**config.mk**
```make
export PLATFORM = sky130hd
export DESIGN_NAME = irq_enable_priority_extint
export DESIGN_NICKNAME = d
export VERILOG_FILES = /design/src/inc/irq_pkg.sv /design/src/rtl/irq_enable_priority_extint.sv
export VERILOG_INCLUDE_DIRS = /design/src /design/src/inc
export SDC_FILE = /design/constraint.sdc
export NUM_CORES = 1
export LEC_CHECK = 0
export BUFFER_PORTS_ARGS = -buffer_cell sky130_fd_sc_hd__buf_4
export CAP_MARGIN = 5
export CELL_PAD_IN_SITES_DETAIL_PLACEMENT = 1
export CELL_PAD_IN_SITES_GLOBAL_PLACEMENT = 2
export CORE_MARGIN = 2
export CORE_UTILIZATION = 35
export CTS_CLUSTER_SIZE = 10
export DETAILED_ROUTE_END_ITERATION = 10
export GPL_ROUTABILITY_DRIVEN = 0
export PLACE_DENSITY = 0.89
export SLEW_MARGIN = 20
export SYNTH_ARGS = -nofsm -noshare
export SYNTH_HDL_FRONTEND = slang
export SYNTH_SLANG_ARGS = --single-unit
```
**constraint.sdc**
```tcl
create_clock -name clk_sys -period 58.6 [get_ports clk_sys]
set_input_delay 5.86 -clock clk_sys [delete_from_list [all_inputs] [get_ports clk_sys]]
set_output_delay 5.86 -clock clk_sys [all_outputs]
set_load 0.005 [all_outputs]
```
**src/inc/irq_consts.svh**
```systemverilog
// register indices, field positions, reset values and source numbers of the interrupt control block
`ifndef IRQ_CONSTS_SVH
`define IRQ_CONSTS_SVH

// register indices; byte address on the bus is four times the index
`define IDX_POL_LOW 8'hA4
`define IDX_POL_HIGH 8'hA5
`define IDX_FLAG_B 8'hA6
`define IDX_POL_THIRD 8'hA7
`define IDX_EN_A 8'hA8
`define IDX_EN_B 8'hA9
`define IDX_EN_C 8'hAA
`define IDX_EN_D 8'hAB
`define IDX_PRIO_LOW 8'hB8
`define IDX_FLAG_A 8'hC0
`define IDX_EVT_STATUS 8'hE0
`define IDX_EVT_MASK 8'hE1
`define IDX_PRIO_HIGH 8'hF8

// reset value and implemented-bit masks
`define REG_RESET 8'h00
`define MASK_SIX 8'h3F
`define MASK_EN_A 8'hBF
`define MASK_FLAG_B 8'hCF
`define MASK_EVT 8'h1F

// field positions
`define GLOBAL_EN_BIT 7
`define T0_OVF_BIT 7
`define T0_MATCH_BIT 6
`define FLAG_B_LINE8 0
`define FLAG_B_LINE10 1
`define FLAG_B_LINE11 2
`define FLAG_B_LINE12 3

// event status bits
`define EVT_EXT_LOW 0
`define EVT_EXT_HIGH 1
`define EVT_T0_OVF 2
`define EVT_T0_MATCH 3
`define EVT_ACK 4

// source numbers, lower number wins a tie
`define SRC_EXT10 5'h00
`define SRC_EXT11 5'h01
`define SRC_EXT0_7 5'h05
`define SRC_EXT8 5'h06
`define SRC_EXT12 5'h0B
`define SRC_T0_OVF 5'h0C
`define SRC_T0_MATCH 5'h0D

`endif

```
**src/inc/irq_pkg.sv**
```systemverilog
// types shared by the interrupt control block
package irq_pkg;
	typedef logic [7:0] reg8_t;
	typedef logic [4:0] src_idx_t;
	typedef logic [1:0] level_t;
	typedef enum logic [1:0] {EDGE_NONE, EDGE_RISE, EDGE_FALL, EDGE_BOTH} edge_mode_t;
endpackage

```
**src/rtl/irq_enable_priority_extint.sv**
```systemverilog
// interrupt enable, group priority and external edge flag block with apb register access
//
// Summary of operation
// - the second enable register holds, bit 5 to bit 0, enables for ext line 12, serial 0 tx, rx, two-wire, usart tx and ext line 8; bits 7:6 unused, reset zero.
// - the third enable register holds, bit 5 to 0, active-high enables for timer 4/5, 3, 2, 1, 0 match and timer 0 overflow.
// - the fourth enable register enables interval timer at bit 4, watchdog at 3, watch timer at 2, usart rx at 1 and converter at 0.
// - each group level is the pair {high-bits register bit, low-bits register bit}, 00 lowest to 11 highest; both six bits wide, reset zero.
// - bit n of the first external flag register sets on an edge of line n (0..7) and only a software write of zero clears it.
// - each line has a two-bit field: 00 off, 01 rising, 10 falling, 11 both edges.
// - the low polarity register holds fields for lines 3, 2, 1, 0 from the top pair down, reset zero.
// - the high polarity register holds fields for lines 7, 6, 5, 4 from the top pair down, reset zero.
// - the third polarity register holds fields for lines 12, 11, 10, 8 in pairs 7:6, 5:4, 3:2, 1:0, reset zero.
// - bit 7 of the second flag register sets on timer 0 overflow, clears by writing zero or by acknowledge; writing one does nothing.
// - bit 6 of the second flag register sets on timer 0 match, clears by writing zero or by acknowledge; writing one does nothing.
// - bits 3:0 of the second flag register flag lines 12, 11, 10, 8 and clear by writing zero or by acknowledge; writing one does nothing.
// - a maskable interrupt is taken only when the global enable (bit 7 of the first enable register) and its own enable are one.
// - the 24 sources form six priority groups of four, each group at the level set by its bit pair.
// - among pending requests of equal level the lower-numbered source is served first.
`timescale 1ns/1ps
`include "irq_consts.svh"

module irq_enable_priority_extint #(
	parameter int SRC_COUNT = 24,
	parameter int GROUP_COUNT = 6,
	parameter int ADDR_WIDTH = 12
) (
	input wire logic clk_sys,
	input wire logic sys_rst,
	input wire logic psel,
	input wire logic penable,
	input wire logic pwrite,
	input wire logic [ADDR_WIDTH-1:0] paddr,
	input wire logic [31:0] pwdata,
	input wire logic [3:0] pstrb,
	output logic [31:0] prdata,
	output logic pready,
	output logic pslverr,
	input wire logic [7:0] ext_line_in,
	input wire logic [3:0] ext_line_hi_in,
	input wire logic timer0_overflow_evt,
	input wire logic timer0_match_evt,
	input wire logic [SRC_COUNT-1:0] periph_req,
	input wire logic int_ack,
	input wire irq_pkg::src_idx_t ack_src,
	output logic irq_req,
	output irq_pkg::src_idx_t irq_src,
	output irq_pkg::level_t irq_level,
	output logic evt_irq
);
	import irq_pkg::*;

	// ----------------------------------------
	// elaboration checks
	// ----------------------------------------
	if (SRC_COUNT != 24 || GROUP_COUNT != 6) begin : g_bad_count
		$error("source and group counts are fixed by the register layout");
	end
	if (ADDR_WIDTH < 10) begin : g_bad_addr
		$error("address too narrow for the register indices");
	end

	// ----------------------------------------
	// state
	// ----------------------------------------
	reg8_t pol_low;
	reg8_t pol_high;
	reg8_t pol_third;
	reg8_t en_a;
	reg8_t en_b;
	reg8_t en_c;
	reg8_t en_d;
	reg8_t prio_low;
	reg8_t prio_high;
	reg8_t ext_line_pending;
	reg8_t flag_b;
	reg8_t evt_status;
	reg8_t evt_mask;
	logic [7:0] line_prev;
	logic [3:0] line_hi_prev;

	// ----------------------------------------
	// helpers
	// ----------------------------------------
	function automatic logic edge_hit(input logic [1:0] sel, input logic prev, input logic cur);
		edge_mode_t mode;
		logic hit;
		mode = edge_mode_t'(sel);
		case (mode)
			EDGE_RISE: hit = !prev && cur;
			EDGE_FALL: hit = prev && !cur;
			EDGE_BOTH: hit = prev != cur;
			default: hit = 1'b0;
		endcase
		return hit;
	endfunction

	function automatic level_t src_level(input int idx, input reg8_t hi, input reg8_t lo);
		int grp;
		grp = idx % GROUP_COUNT;
		return {hi[grp], lo[grp]};
	endfunction

	// ----------------------------------------
	// apb decode
	// ----------------------------------------
	logic [7:0] idx;
	logic idx_ok;
	logic acc_done;
	logic wr_en;
	logic rd_en;
	logic full_lane;
	reg8_t wbyte;
	reg8_t rbyte;
	logic mapped;

	assign idx = paddr[9:2];
	assign idx_ok = (ADDR_WIDTH == 10) ? 1'b1 : (paddr[ADDR_WIDTH-1:10] == '0);
	assign acc_done = psel && penable && pready;
	// only byte lane 0 carries data; a write without it is ignored
	assign full_lane = pstrb[0];
	assign wr_en = acc_done && pwrite && mapped && full_lane;
	assign rd_en = acc_done && !pwrite && mapped;
	assign wbyte = pwdata[7:0];

	always_comb begin
		mapped = idx_ok;
		rbyte = `REG_RESET;
		case (idx)
			`IDX_POL_LOW: rbyte = pol_low;
			`IDX_POL_HIGH: rbyte = pol_high;
			`IDX_FLAG_B: rbyte = flag_b & `MASK_FLAG_B;
			`IDX_POL_THIRD: rbyte = pol_third;
			`IDX_EN_A: rbyte = en_a & `MASK_EN_A;
			`IDX_EN_B: rbyte = en_b & `MASK_SIX;
			`IDX_EN_C: rbyte = en_c & `MASK_SIX;
			`IDX_EN_D: rbyte = en_d & `MASK_SIX;
			`IDX_PRIO_LOW: rbyte = prio_low & `MASK_SIX;
			`IDX_PRIO_HIGH: rbyte = prio_high & `MASK_SIX;
			`IDX_FLAG_A: rbyte = ext_line_pending;
			`IDX_EVT_STATUS: rbyte = evt_status;
			`IDX_EVT_MASK: rbyte = evt_mask;
			default: mapped = 1'b0;
		endcase
	end

	// one wait state so that read data comes from a flop
	always_ff @(posedge clk_sys) begin
		if (sys_rst) begin
			pready <= 1'b0;
			prdata <= 32'h0000_0000;
			pslverr <= 1'b0;
		end else begin
			pready <= psel && penable && !pready;
			if (psel && penable && !pready) begin
				prdata <= (!pwrite && mapped) ? {24'h00_0000, rbyte} : 32'h0000_0000;
				pslverr <= !mapped;
			end else begin
				pslverr <= 1'b0;
			end
		end
	end

	// ----------------------------------------
	// plain read/write registers
	// ----------------------------------------
	always_ff @(posedge clk_sys) begin
		if (sys_rst) begin
			pol_low <= `REG_RESET;
			pol_high <= `REG_RESET;
			pol_third <= `REG_RESET;
		end else if (wr_en) begin
			if (idx == `IDX_POL_LOW) pol_low <= wbyte;
			if (idx == `IDX_POL_HIGH) pol_high <= wbyte;
			if (idx == `IDX_POL_THIRD) pol_third <= wbyte;
		end
	end

	always_ff @(posedge clk_sys) begin
		if (sys_rst) begin
			en_a <= `REG_RESET;
			en_b <= `REG_RESET;
			en_c <= `REG_RESET;
			en_d <= `REG_RESET;
		end else if (wr_en) begin
			if (idx == `IDX_EN_A) en_a <= wbyte & `MASK_EN_A;
			if (idx == `IDX_EN_B) en_b <= wbyte & `MASK_SIX;
			if (idx == `IDX_EN_C) en_c <= wbyte & `MASK_SIX;
			if (idx == `IDX_EN_D) en_d <= wbyte & `MASK_SIX;
		end
	end

	always_ff @(posedge clk_sys) begin
		if (sys_rst) begin
			prio_low <= `REG_RESET;
			prio_high <= `REG_RESET;
		end else if (wr_en) begin
			if (idx == `IDX_PRIO_LOW) prio_low <= wbyte & `MASK_SIX;
			if (idx == `IDX_PRIO_HIGH) prio_high <= wbyte & `MASK_SIX;
		end
	end

	// ----------------------------------------
	// edge detection
	// ----------------------------------------
	logic [7:0] hit_low;
	logic [3:0] hit_high;
	logic [15:0] pol_lo_all;

	assign pol_lo_all = {pol_high, pol_low};

	always_comb begin
		for (int i = 0; i < 8; i++) begin
			hit_low[i] = edge_hit(pol_lo_all[2*i +: 2], line_prev[i], ext_line_in[i]);
		end
		for (int k = 0; k < 4; k++) begin
			hit_high[k] = edge_hit(pol_third[2*k +: 2], line_hi_prev[k], ext_line_hi_in[k]);
		end
	end

	// lines reset to low history, so a line held high at release reads as a rising edge only if enabled
	always_ff @(posedge clk_sys) begin
		if (sys_rst) begin
			line_prev <= 8'h00;
			line_hi_prev <= 4'h0;
		end else begin
			line_prev <= ext_line_in;
			line_hi_prev <= ext_line_hi_in;
		end
	end

	// ----------------------------------------
	// flag registers
	// ----------------------------------------
	reg8_t ack_clear;
	reg8_t keep_b;
	reg8_t keep_a;
	reg8_t set_b;

	always_comb begin
		ack_clear = 8'h00;
		if (int_ack) begin
			case (ack_src)
				`SRC_EXT10: ack_clear[`FLAG_B_LINE10] = 1'b1;
				`SRC_EXT11: ack_clear[`FLAG_B_LINE11] = 1'b1;
				`SRC_EXT8: ack_clear[`FLAG_B_LINE8] = 1'b1;
				`SRC_EXT12: ack_clear[`FLAG_B_LINE12] = 1'b1;
				`SRC_T0_OVF: ack_clear[`T0_OVF_BIT] = 1'b1;
				`SRC_T0_MATCH: ack_clear[`T0_MATCH_BIT] = 1'b1;
				default: ack_clear = 8'h00;
			endcase
		end
		// a written zero clears, a written one keeps
		keep_b = (wr_en && idx == `IDX_FLAG_B) ? (wbyte | ~`MASK_FLAG_B) : 8'hFF;
		keep_a = (wr_en && idx == `IDX_FLAG_A) ? wbyte : 8'hFF;
		set_b = {timer0_overflow_evt, timer0_match_evt, 2'b00, hit_high};
	end

	// set wins over any clear landing in the same cycle
	always_ff @(posedge clk_sys) begin
		if (sys_rst) begin
			flag_b <= `REG_RESET;
		end else begin
			flag_b <= ((flag_b & keep_b & ~ack_clear) | set_b) & `MASK_FLAG_B;
		end
	end

	// acknowledge never touches these: software must clear them
	always_ff @(posedge clk_sys) begin
		if (sys_rst) begin
			ext_line_pending <= `REG_RESET;
		end else begin
			ext_line_pending <= (ext_line_pending & keep_a) | hit_low;
		end
	end

	// ----------------------------------------
	// request selection toward the core
	// ----------------------------------------
	logic [SRC_COUNT-1:0] req;
	logic [SRC_COUNT-1:0] en_all;
	logic [SRC_COUNT-1:0] pending;
	logic found;
	src_idx_t best_src;
	level_t best_lvl;

	always_comb begin
		req = periph_req;
		req[`SRC_EXT10] = flag_b[`FLAG_B_LINE10];
		req[`SRC_EXT11] = flag_b[`FLAG_B_LINE11];
		req[`SRC_EXT0_7] = |ext_line_pending;
		req[`SRC_EXT8] = flag_b[`FLAG_B_LINE8];
		req[`SRC_EXT12] = flag_b[`FLAG_B_LINE12];
		req[`SRC_T0_OVF] = flag_b[`T0_OVF_BIT];
		req[`SRC_T0_MATCH] = flag_b[`T0_MATCH_BIT];
		en_all = {en_d[5:0], en_c[5:0], en_b[5:0], en_a[5:0]};
		pending = req & en_all & {SRC_COUNT{en_a[`GLOBAL_EN_BIT]}};
		found = 1'b0;
		best_src = 5'h00;
		best_lvl = 2'b00;
		// ascending scan, strictly greater replaces, so ties keep the lower number
		for (int i = 0; i < SRC_COUNT; i++) begin
			if (pending[i] && (!found || src_level(i, prio_high, prio_low) > best_lvl)) begin
				found = 1'b1;
				best_src = src_idx_t'(i);
				best_lvl = src_level(i, prio_high, prio_low);
			end
		end
	end

	always_ff @(posedge clk_sys) begin
		if (sys_rst) begin
			irq_req <= 1'b0;
			irq_src <= 5'h00;
			irq_level <= 2'b00;
		end else begin
			irq_req <= found;
			irq_src <= best_src;
			irq_level <= best_lvl;
		end
	end

	// ----------------------------------------
	// event status, mask and interrupt line
	// ----------------------------------------
	reg8_t evt_set;
	reg8_t evt_keep;

	always_comb begin
		evt_set = 8'h00;
		evt_set[`EVT_EXT_LOW] = |hit_low;
		evt_set[`EVT_EXT_HIGH] = |hit_high;
		evt_set[`EVT_T0_OVF] = timer0_overflow_evt;
		evt_set[`EVT_T0_MATCH] = timer0_match_evt;
		evt_set[`EVT_ACK] = int_ack;
		evt_keep = (rd_en && idx == `IDX_EVT_STATUS) ? 8'h00 : 8'hFF;
	end

	always_ff @(posedge clk_sys) begin
		if (sys_rst) begin
			evt_status <= `REG_RESET;
		end else begin
			evt_status <= ((evt_status & evt_keep) | evt_set) & `MASK_EVT;
		end
	end

	always_ff @(posedge clk_sys) begin
		if (sys_rst) begin
			evt_mask <= `REG_RESET;
		end else if (wr_en && idx == `IDX_EVT_MASK) begin
			evt_mask <= wbyte & `MASK_EVT;
		end
	end

	// the line lags the status by one cycle so that it too comes from a flop
	always_ff @(posedge clk_sys) begin
		if (sys_rst) begin
			evt_irq <= 1'b0;
		end else begin
			evt_irq <= |(evt_status & evt_mask);
		end
	end

endmodule // irq_enable_priority_extint

```
==> impl_metrics.py, run 1 <==
metrics = {
    "status": {
        "outcome": "completed",
    },
    "cts": {
        "ctsResizeCount": 0,
        "clkSinkCount": 116,
        "htreeDepth": 4,
        "clk_path_buf_depth": 2,
        "hold_buffers": 0,
        "insertion_delay_ps": 420,
        "cts_tree": "done",
        "cts-buffers-inserted": 17,
        "root_buffer": "clkbuf_16",
        "clk_pin_slew_ps": 60,
        "cts_setup_buffers": 0,
    },
    "timing": {
        "fin_skew_ps": 5.34,
        "post-route-min-period_ps": 34190,
        "fin_tns_setup_ps": 0,
        "slew_violations": 0,
        "setup_viol": 0,
        "max_slew_margin_pct": 28.4,
        "tightest_slew_ps": 1070,
        "fin_crit_sh_pct": 58.4,
        "hold_violations": 0,
        "rsz0062_at_grt": "false",
        "max_freq_mhz": 29.2,
    },
    "power": {
        "leakage_nw": 3.79,
        "irDropWorstVdd_uv": 22.7,
        "power.density_nw_per_um2": 21.7,
    },
    "floorplanning": {
        "initial_core_util_pct": 35.3,
        "fp.dieH_um": 154,
        "die_w_um": 154,
        "coreArea_um2": 22400,
        "dieArea_um2": 23800,
        "num_rows": 55,
        "io_pins": 140,
    },
    "worst_setup_path": {
        "required_ps": 58880,
        "critPathLaunch": "periph_req[2]",
        "crit_path_frequent_cell": "ha_1",
        "reg2reg_from": "prio_high[0]$_SDFFE_PP0P_",
        "cp.buffers_inverters": 4,
        "crit_fanout": 7,
        "cp_slowest_stage_delay_ps": 470,
        "r2r_setup_slack_ps": 27180,
        "critPathSlowestCell": "o31ai_1",
        "cp.arrival_ps": 34480,
        "crit_family": "compound AO/OA/AOI/OAI gates",
        "path_class": "in -> reg",
        "endpoint_kind": "flop",
        "worstSetupStartpointType": "input pin",
    },
    "grt": {
        "grt_first_pass_wirelength_um": 47200,
        "grt_start_max_net_pins": 74,
        "track_usage_pct": 25.3,
        "antenna_found_initial": 0,
        "first_global_vias": 8346,
        "grt-ovfl-total": 0,
    },
    "synth": {
        "synth_warnings": 0,
        "synth-main-ff-cell": "dfxtp_1",
        "synthArstFlopShare_pct": 0,
        "ys_types": 80,
        "syn_area_um2": 7920,
        "avgSynthCellArea_um2": 7.57,
        "synthCells": 1046,
        "synth_edf_count": 0,
        "synth-seq-cells": 116,
        "yosysSeqAreaShare_pct": 29.3,
    },
    "finish": {
        "final_cell_mix": "nand2_1, dfxtp_1, a21oi_1",
        "seqCellArea_um2": 2320,
        "fillers": 2792,
        "final_cells": 1399,
        "drive_gt1_share_pct": 14.7,
        "multiInputGateArea_um2": 5100,
        "final_nets": 1254,
        "area_growth_pct": 17.1,
        "n_antenna_cell": 0,
        "final_common_cell": "nand2_1",
    },
    "detailed_routing": {
        "drtAntennaViolNets": 0,
        "initialDrtViolationCount": 714,
        "dr.pass1.iters": 5,
        "drc": 0,
        "num_vias": 8288,
        "post_drt_via_cell_ratio": 5.92,
        "wirelength_um": 30100,
        "wl_per_cell_um": 21.5,
    },
    "min_path": {
        "hold_path_class": "reg -> reg",
        "min_from": "en_c[1]$_SDFFE_PP0P_",
    },
    "placement": {
        "dp.cells": 1368,
        "io_buffer_count": 79,
        "dp_hpwl_um": 21800,
    },
    "flow_run": {
        "maxCapViolCount": 0,
    },
}
worst min-delay path, stage by stage, from the launching register on:
cell	delay, ps
dfxtp_1	320
nand2_1	60
a21oi_1	60
report_power, final:
group	total, mW	leakage [nW]	internal [mW]	switching (mW)
combinational	0.0110	2.55	0.00429	0.00666
clock	0.110	0.299	0.0728	0.0372
sequential	0.0803	0.939	0.0797	0.000583
path summary, 6_finish.rpt:
check / end / depth (start not counted)
setup / recovery: irq_level[0]$_SDFF_PP0_ / 138
setup reg to reg: irq_level[0]$_SDFF_PP0_ / 144
hold reg to reg: en_c[1]$_SDFFE_PP0P_ / 2
hold / removal: en_c[1]$_SDFFE_PP0P_ / 2
state kept, by name, indices dropped and copies added, names as in the netlist, 7 cells and up:
register and flops:
pol_high 8, line_prev 8, prdata 8, pol_third 8, en_a 7, pol_low 8
ext_line_pending 8
cells in the mapped netlist, types with 3 or more instances:
library cell | n | area (µm²)
nor3_1 | 15 | 75.1
a311oi_1 | 8 | 70.1
mux2i_1 | 17 | 170
dfxtp_1 | 116 | 2320
nand2b_1 | 8 | 50.1
or2_2 | 5 | 31.3
nand2_1 | 150 | 563
or4_1 | 3 | 22.5
nor2b_1 | 12 | 75.1
a211oi_1 | 4 | 30.0
nand3b_1 | 12 | 90.1
ha_1 | 55 | 688
buf_2 | 6 | 30.0
a22o_1 | 13 | 114
nand4_1 | 11 | 68.8
o221ai_1 | 9 | 78.8
a21oi_1 | 111 | 556
nor2_1 | 91 | 342
and2_1 | 9 | 56.3
a22oi_1 | 15 | 113
nand3_1 | 83 | 415
clkbuf_1 | 44 | 165
o21a_1 | 6 | 45.0
o31ai_1 | 6 | 45.0
o211ai_1 | 5 | 37.5
a221oi_1 | 10 | 87.6
a31oi_1 | 11 | 68.8
mux2_2 | 8 | 90.1
nor4_1 | 5 | 31.3
buf_4 | 24 | 180
a222oi_1 | 4 | 40.0
o21ai_0 | 35 | 175
and3_1 | 17 | 106
inv_1 | 53 | 199
a21o_1 | 4 | 30.0
per-stage QoR:
step / utilization (%) / total power [mW] / worst slack [ps] / hold WS (ps) / instance area (µm²)
after floorplan: - / 0.0877 / 28690 / 444 / 8010
after global placement: 38.6 / 0.0925 / 25190 / 460 / 8660
after detailed placement: 38.6 / 0.0928 / 24480 / 470 / 8660
after CTS: 41.3 / 0.202 / 24820 / 476 / 9270
after global routing: 41.3 / 0.207 / 21780 / 519 / 9270
final: 41.3 / 0.201 / 24410 / 484 / 9270
area by class of cell:
cell class | count | share of cell area (%)
Clock buffer | 21 | 4.96
Clock inverter | 10 | 1.67
Inverter | 53 | 2.15
Multi-Input combinational cell | 824 | 55.0
Sequential cell | 116 | 25.0
Tap cell | 285 | 3.85
Timing Repair Buffer | 90 | 7.29
metal layers:
metal	track usage, %	part of all wire, %
met1	33.8	45
met2	42.3	47
met3	3.50	5.3
met4	8.20	2.6
met5	0	0
cell families after synthesis:
family                     synth area share (%)
other                                    0.0473
and+or+nand+nor                            25.8
buffers and inverters                      7.44
DFF                                        29.3
AOI/OAI and AO/OA                          25.0
muxes                                      3.76
adders and majority gates                  8.69
Note: power is estimated with default switching activity, not from simulation.
==> inputs of run 2 (changes only) <==
Settings changed: CORE_UTILIZATION 35 to 29, PLACE_DENSITY 0.89 to 0.79.
Clock period 58.6 ns to 31.1 ns, I/O delays scaled along.
==> impl_metrics.py, run 2 (same netlist as run 1, synthesis figures left out) <==
metrics = {
    "status": {
        "outcome": "completed",
    },
    "placement": {
        "dp_worst_setup_slack_ps": 2.79,
        "dp_hpwl_um": 22400,
        "io_buffer_count": 79,
    },
    "detailed_routing": {
        "drtAntennaViolNets": 0,
        "initialDrtViolationCount": 611,
        "post_drt_via_cell_ratio": 5.55,
        "wl_per_cell_um": 20.9,
        "drc": 0,
        "dr.pass1.iters": 6,
        "wirelength_um": 30700,
        "num_vias": 8149,
    },
    "floorplanning": {
        "io_pins": 140,
        "coreArea_um2": 26900,
        "fp.dieH_um": 169,
        "num_rows": 60,
        "initial_core_util_pct": 29.5,
        "dieArea_um2": 28600,
        "die_w_um": 169,
    },
    "cts": {
        "htreeDepth": 4,
        "hold_buffers": 0,
        "clk_pin_slew_ps": 60,
        "cts_tree": "done",
        "root_buffer": "clkbuf_16",
        "clk_path_buf_depth": 2,
        "clkSinkCount": 116,
        "cts-buffers-inserted": 17,
        "insertion_delay_ps": 430,
    },
    "finish": {
        "fillers": 3287,
        "final_common_cell": "nand2_1",
        "final_cell_mix": "nand2_1, dfxtp_1, a21oi_1",
        "final_nets": 1266,
        "drive_gt1_share_pct": 18.2,
        "final_core_util_pct": 35.6,
        "area_growth_pct": 20.8,
    },
    "timing": {
        "setup_ws_ps": 1600,
        "hold_violations": 0,
        "post-route-min-period_ps": 29500,
        "fin_tns_setup_ps": 0,
        "setup_viol": 0,
        "slew_violations": 0,
        "max_freq_mhz": 33.9,
        "tightest_slew_ps": 1090,
        "fin_crit_sh_pct": 94.9,
        "fin_skew_ps": 5.33,
        "max_slew_margin_pct": 27.0,
    },
    "worst_setup_path": {
        "path_class": "in -> reg",
        "required_ps": 31470,
        "crit_fanout": 7,
        "reg2reg_from": "prio_high[0]$_SDFFE_PP0P_",
        "cp_slowest_stage_delay_ps": 450,
        "endpoint": "irq_src[3]$_SDFF_PP0_",
        "reg2reg_depth": 149,
        "critPathSlowestCell": "o41ai_1",
        "endpoint_kind": "flop",
        "cp.arrival_ps": 29870,
        "critPathLaunch": "periph_req[2]",
        "r2r_setup_slack_ps": 1830,
        "reg2reg_to": "irq_src[3]$_SDFF_PP0_",
        "worstSetupStartpointType": "input pin",
    },
    "power": {
        "power.density_nw_per_um2": 38.3,
        "total_power_uw": 367,
        "irDropWorstVdd_uv": 28.4,
        "leakage_nw": 3.84,
    },
    "grt": {
        "grt-ovfl-total": 0,
        "antenna_found_initial": 0,
        "track_usage_pct": 21.2,
        "first_global_vias": 7959,
        "grt_start_max_net_pins": 75,
        "grt_first_pass_wirelength_um": 46700,
    },
    "flow_run": {
        "maxCapViolCount": 0,
    },
    "min_path": {
        "hold_path_class": "reg -> reg",
    },
}
==> run 2: changes by cell type in the layout (fill, tap and decap cells not counted), sizes merged <==
cell,change
buf,+12
bufinv,-2
clkbuf,-4
clkinv,+3
clkinvlp,+3
diode,+1
inv,+1
==> run 2: layer usage <==
metal  global-route usage (%)  vias to the layer above  routed length, µm
li1                         -                     3889                  -
met1                     29.2                     3992              14000
met2                     34.6                      227              14400
met3                     3.08                       41               1610
met4                     6.35                        0                628
met5                        0                        -                  0
==> run 2: worst min path at each step <==
stage / to / depth (start not counted) / slack (ps) / start
final: en_b[4]$_SDFFE_PP0P_ / 2 / 480 / en_b[4]$_SDFFE_PP0P_
after global routing: en_c[1]$_SDFFE_PP0P_ / 2 / 510 / en_c[1]$_SDFFE_PP0P_
after CTS: en_c[1]$_SDFFE_PP0P_ / 2 / 480 / en_c[1]$_SDFFE_PP0P_
after detailed placement: en_c[1]$_SDFFE_PP0P_ / 2 / 470 / en_c[1]$_SDFFE_PP0P_
after global placement: en_c[1]$_SDFFE_PP0P_ / 2 / 460 / en_c[1]$_SDFFE_PP0P_
after floorplan: en_c[4]$_SDFFE_PP0P_ / 2 / 440 / en_c[4]$_SDFFE_PP0P_
==> run 2: what timing repair did <==
action / 4_1_cts / 5_1_grt
setup buffers: 0 / 10
resized for setup: 0 / 39
endpoints found under the setup margin: 0 / 7
==> run 2: critical path: cells and delay by family <==
family,cells,cell delay [ps]
AO/OA/AOI/OAI,64,11980
buffers and inverters,5,460
adder cells (fa/ha/maj),21,5990
AND/OR/NAND/NOR,50,7080
multiplexers,4,1210
==> run 2: per-stage QoR <==
step                hold WS [ps]  std cells  area (µm²)
floorplan                    444       1069        8010
global placement             461       1426        8740
detailed placement           475       1426        8740
CTS                          483       1458        9330
global route                 513       1468        9560
finish                       484       1469        9570
==> run 2: layout make-up <==
type | instances | area [µm²] | share of cell area, %
Antenna cell | 1 | 2.50 | 0.0262
Clock buffer | 17 | 425 | 4.45
Clock inverter | 15 | 160 | 1.67
Inverter | 53 | 199 | 2.08
Multi-Input combinational cell | 824 | 5260 | 55.0
Sequential cell | 116 | 2320 | 24.3
Tap cell | 341 | 427 | 4.46
Timing Repair Buffer | 102 | 769 | 8.04
==> run 2: power breakdown <==
part | total, mW | switching, mW | internal (mW)
combinational | 0.0206 | 0.0125 | 0.00808
sequential | 0.151 | 0.00110 | 0.150
clock | 0.195 | 0.0770 | 0.118
total | 0.367 | 0.0906 | 0.276
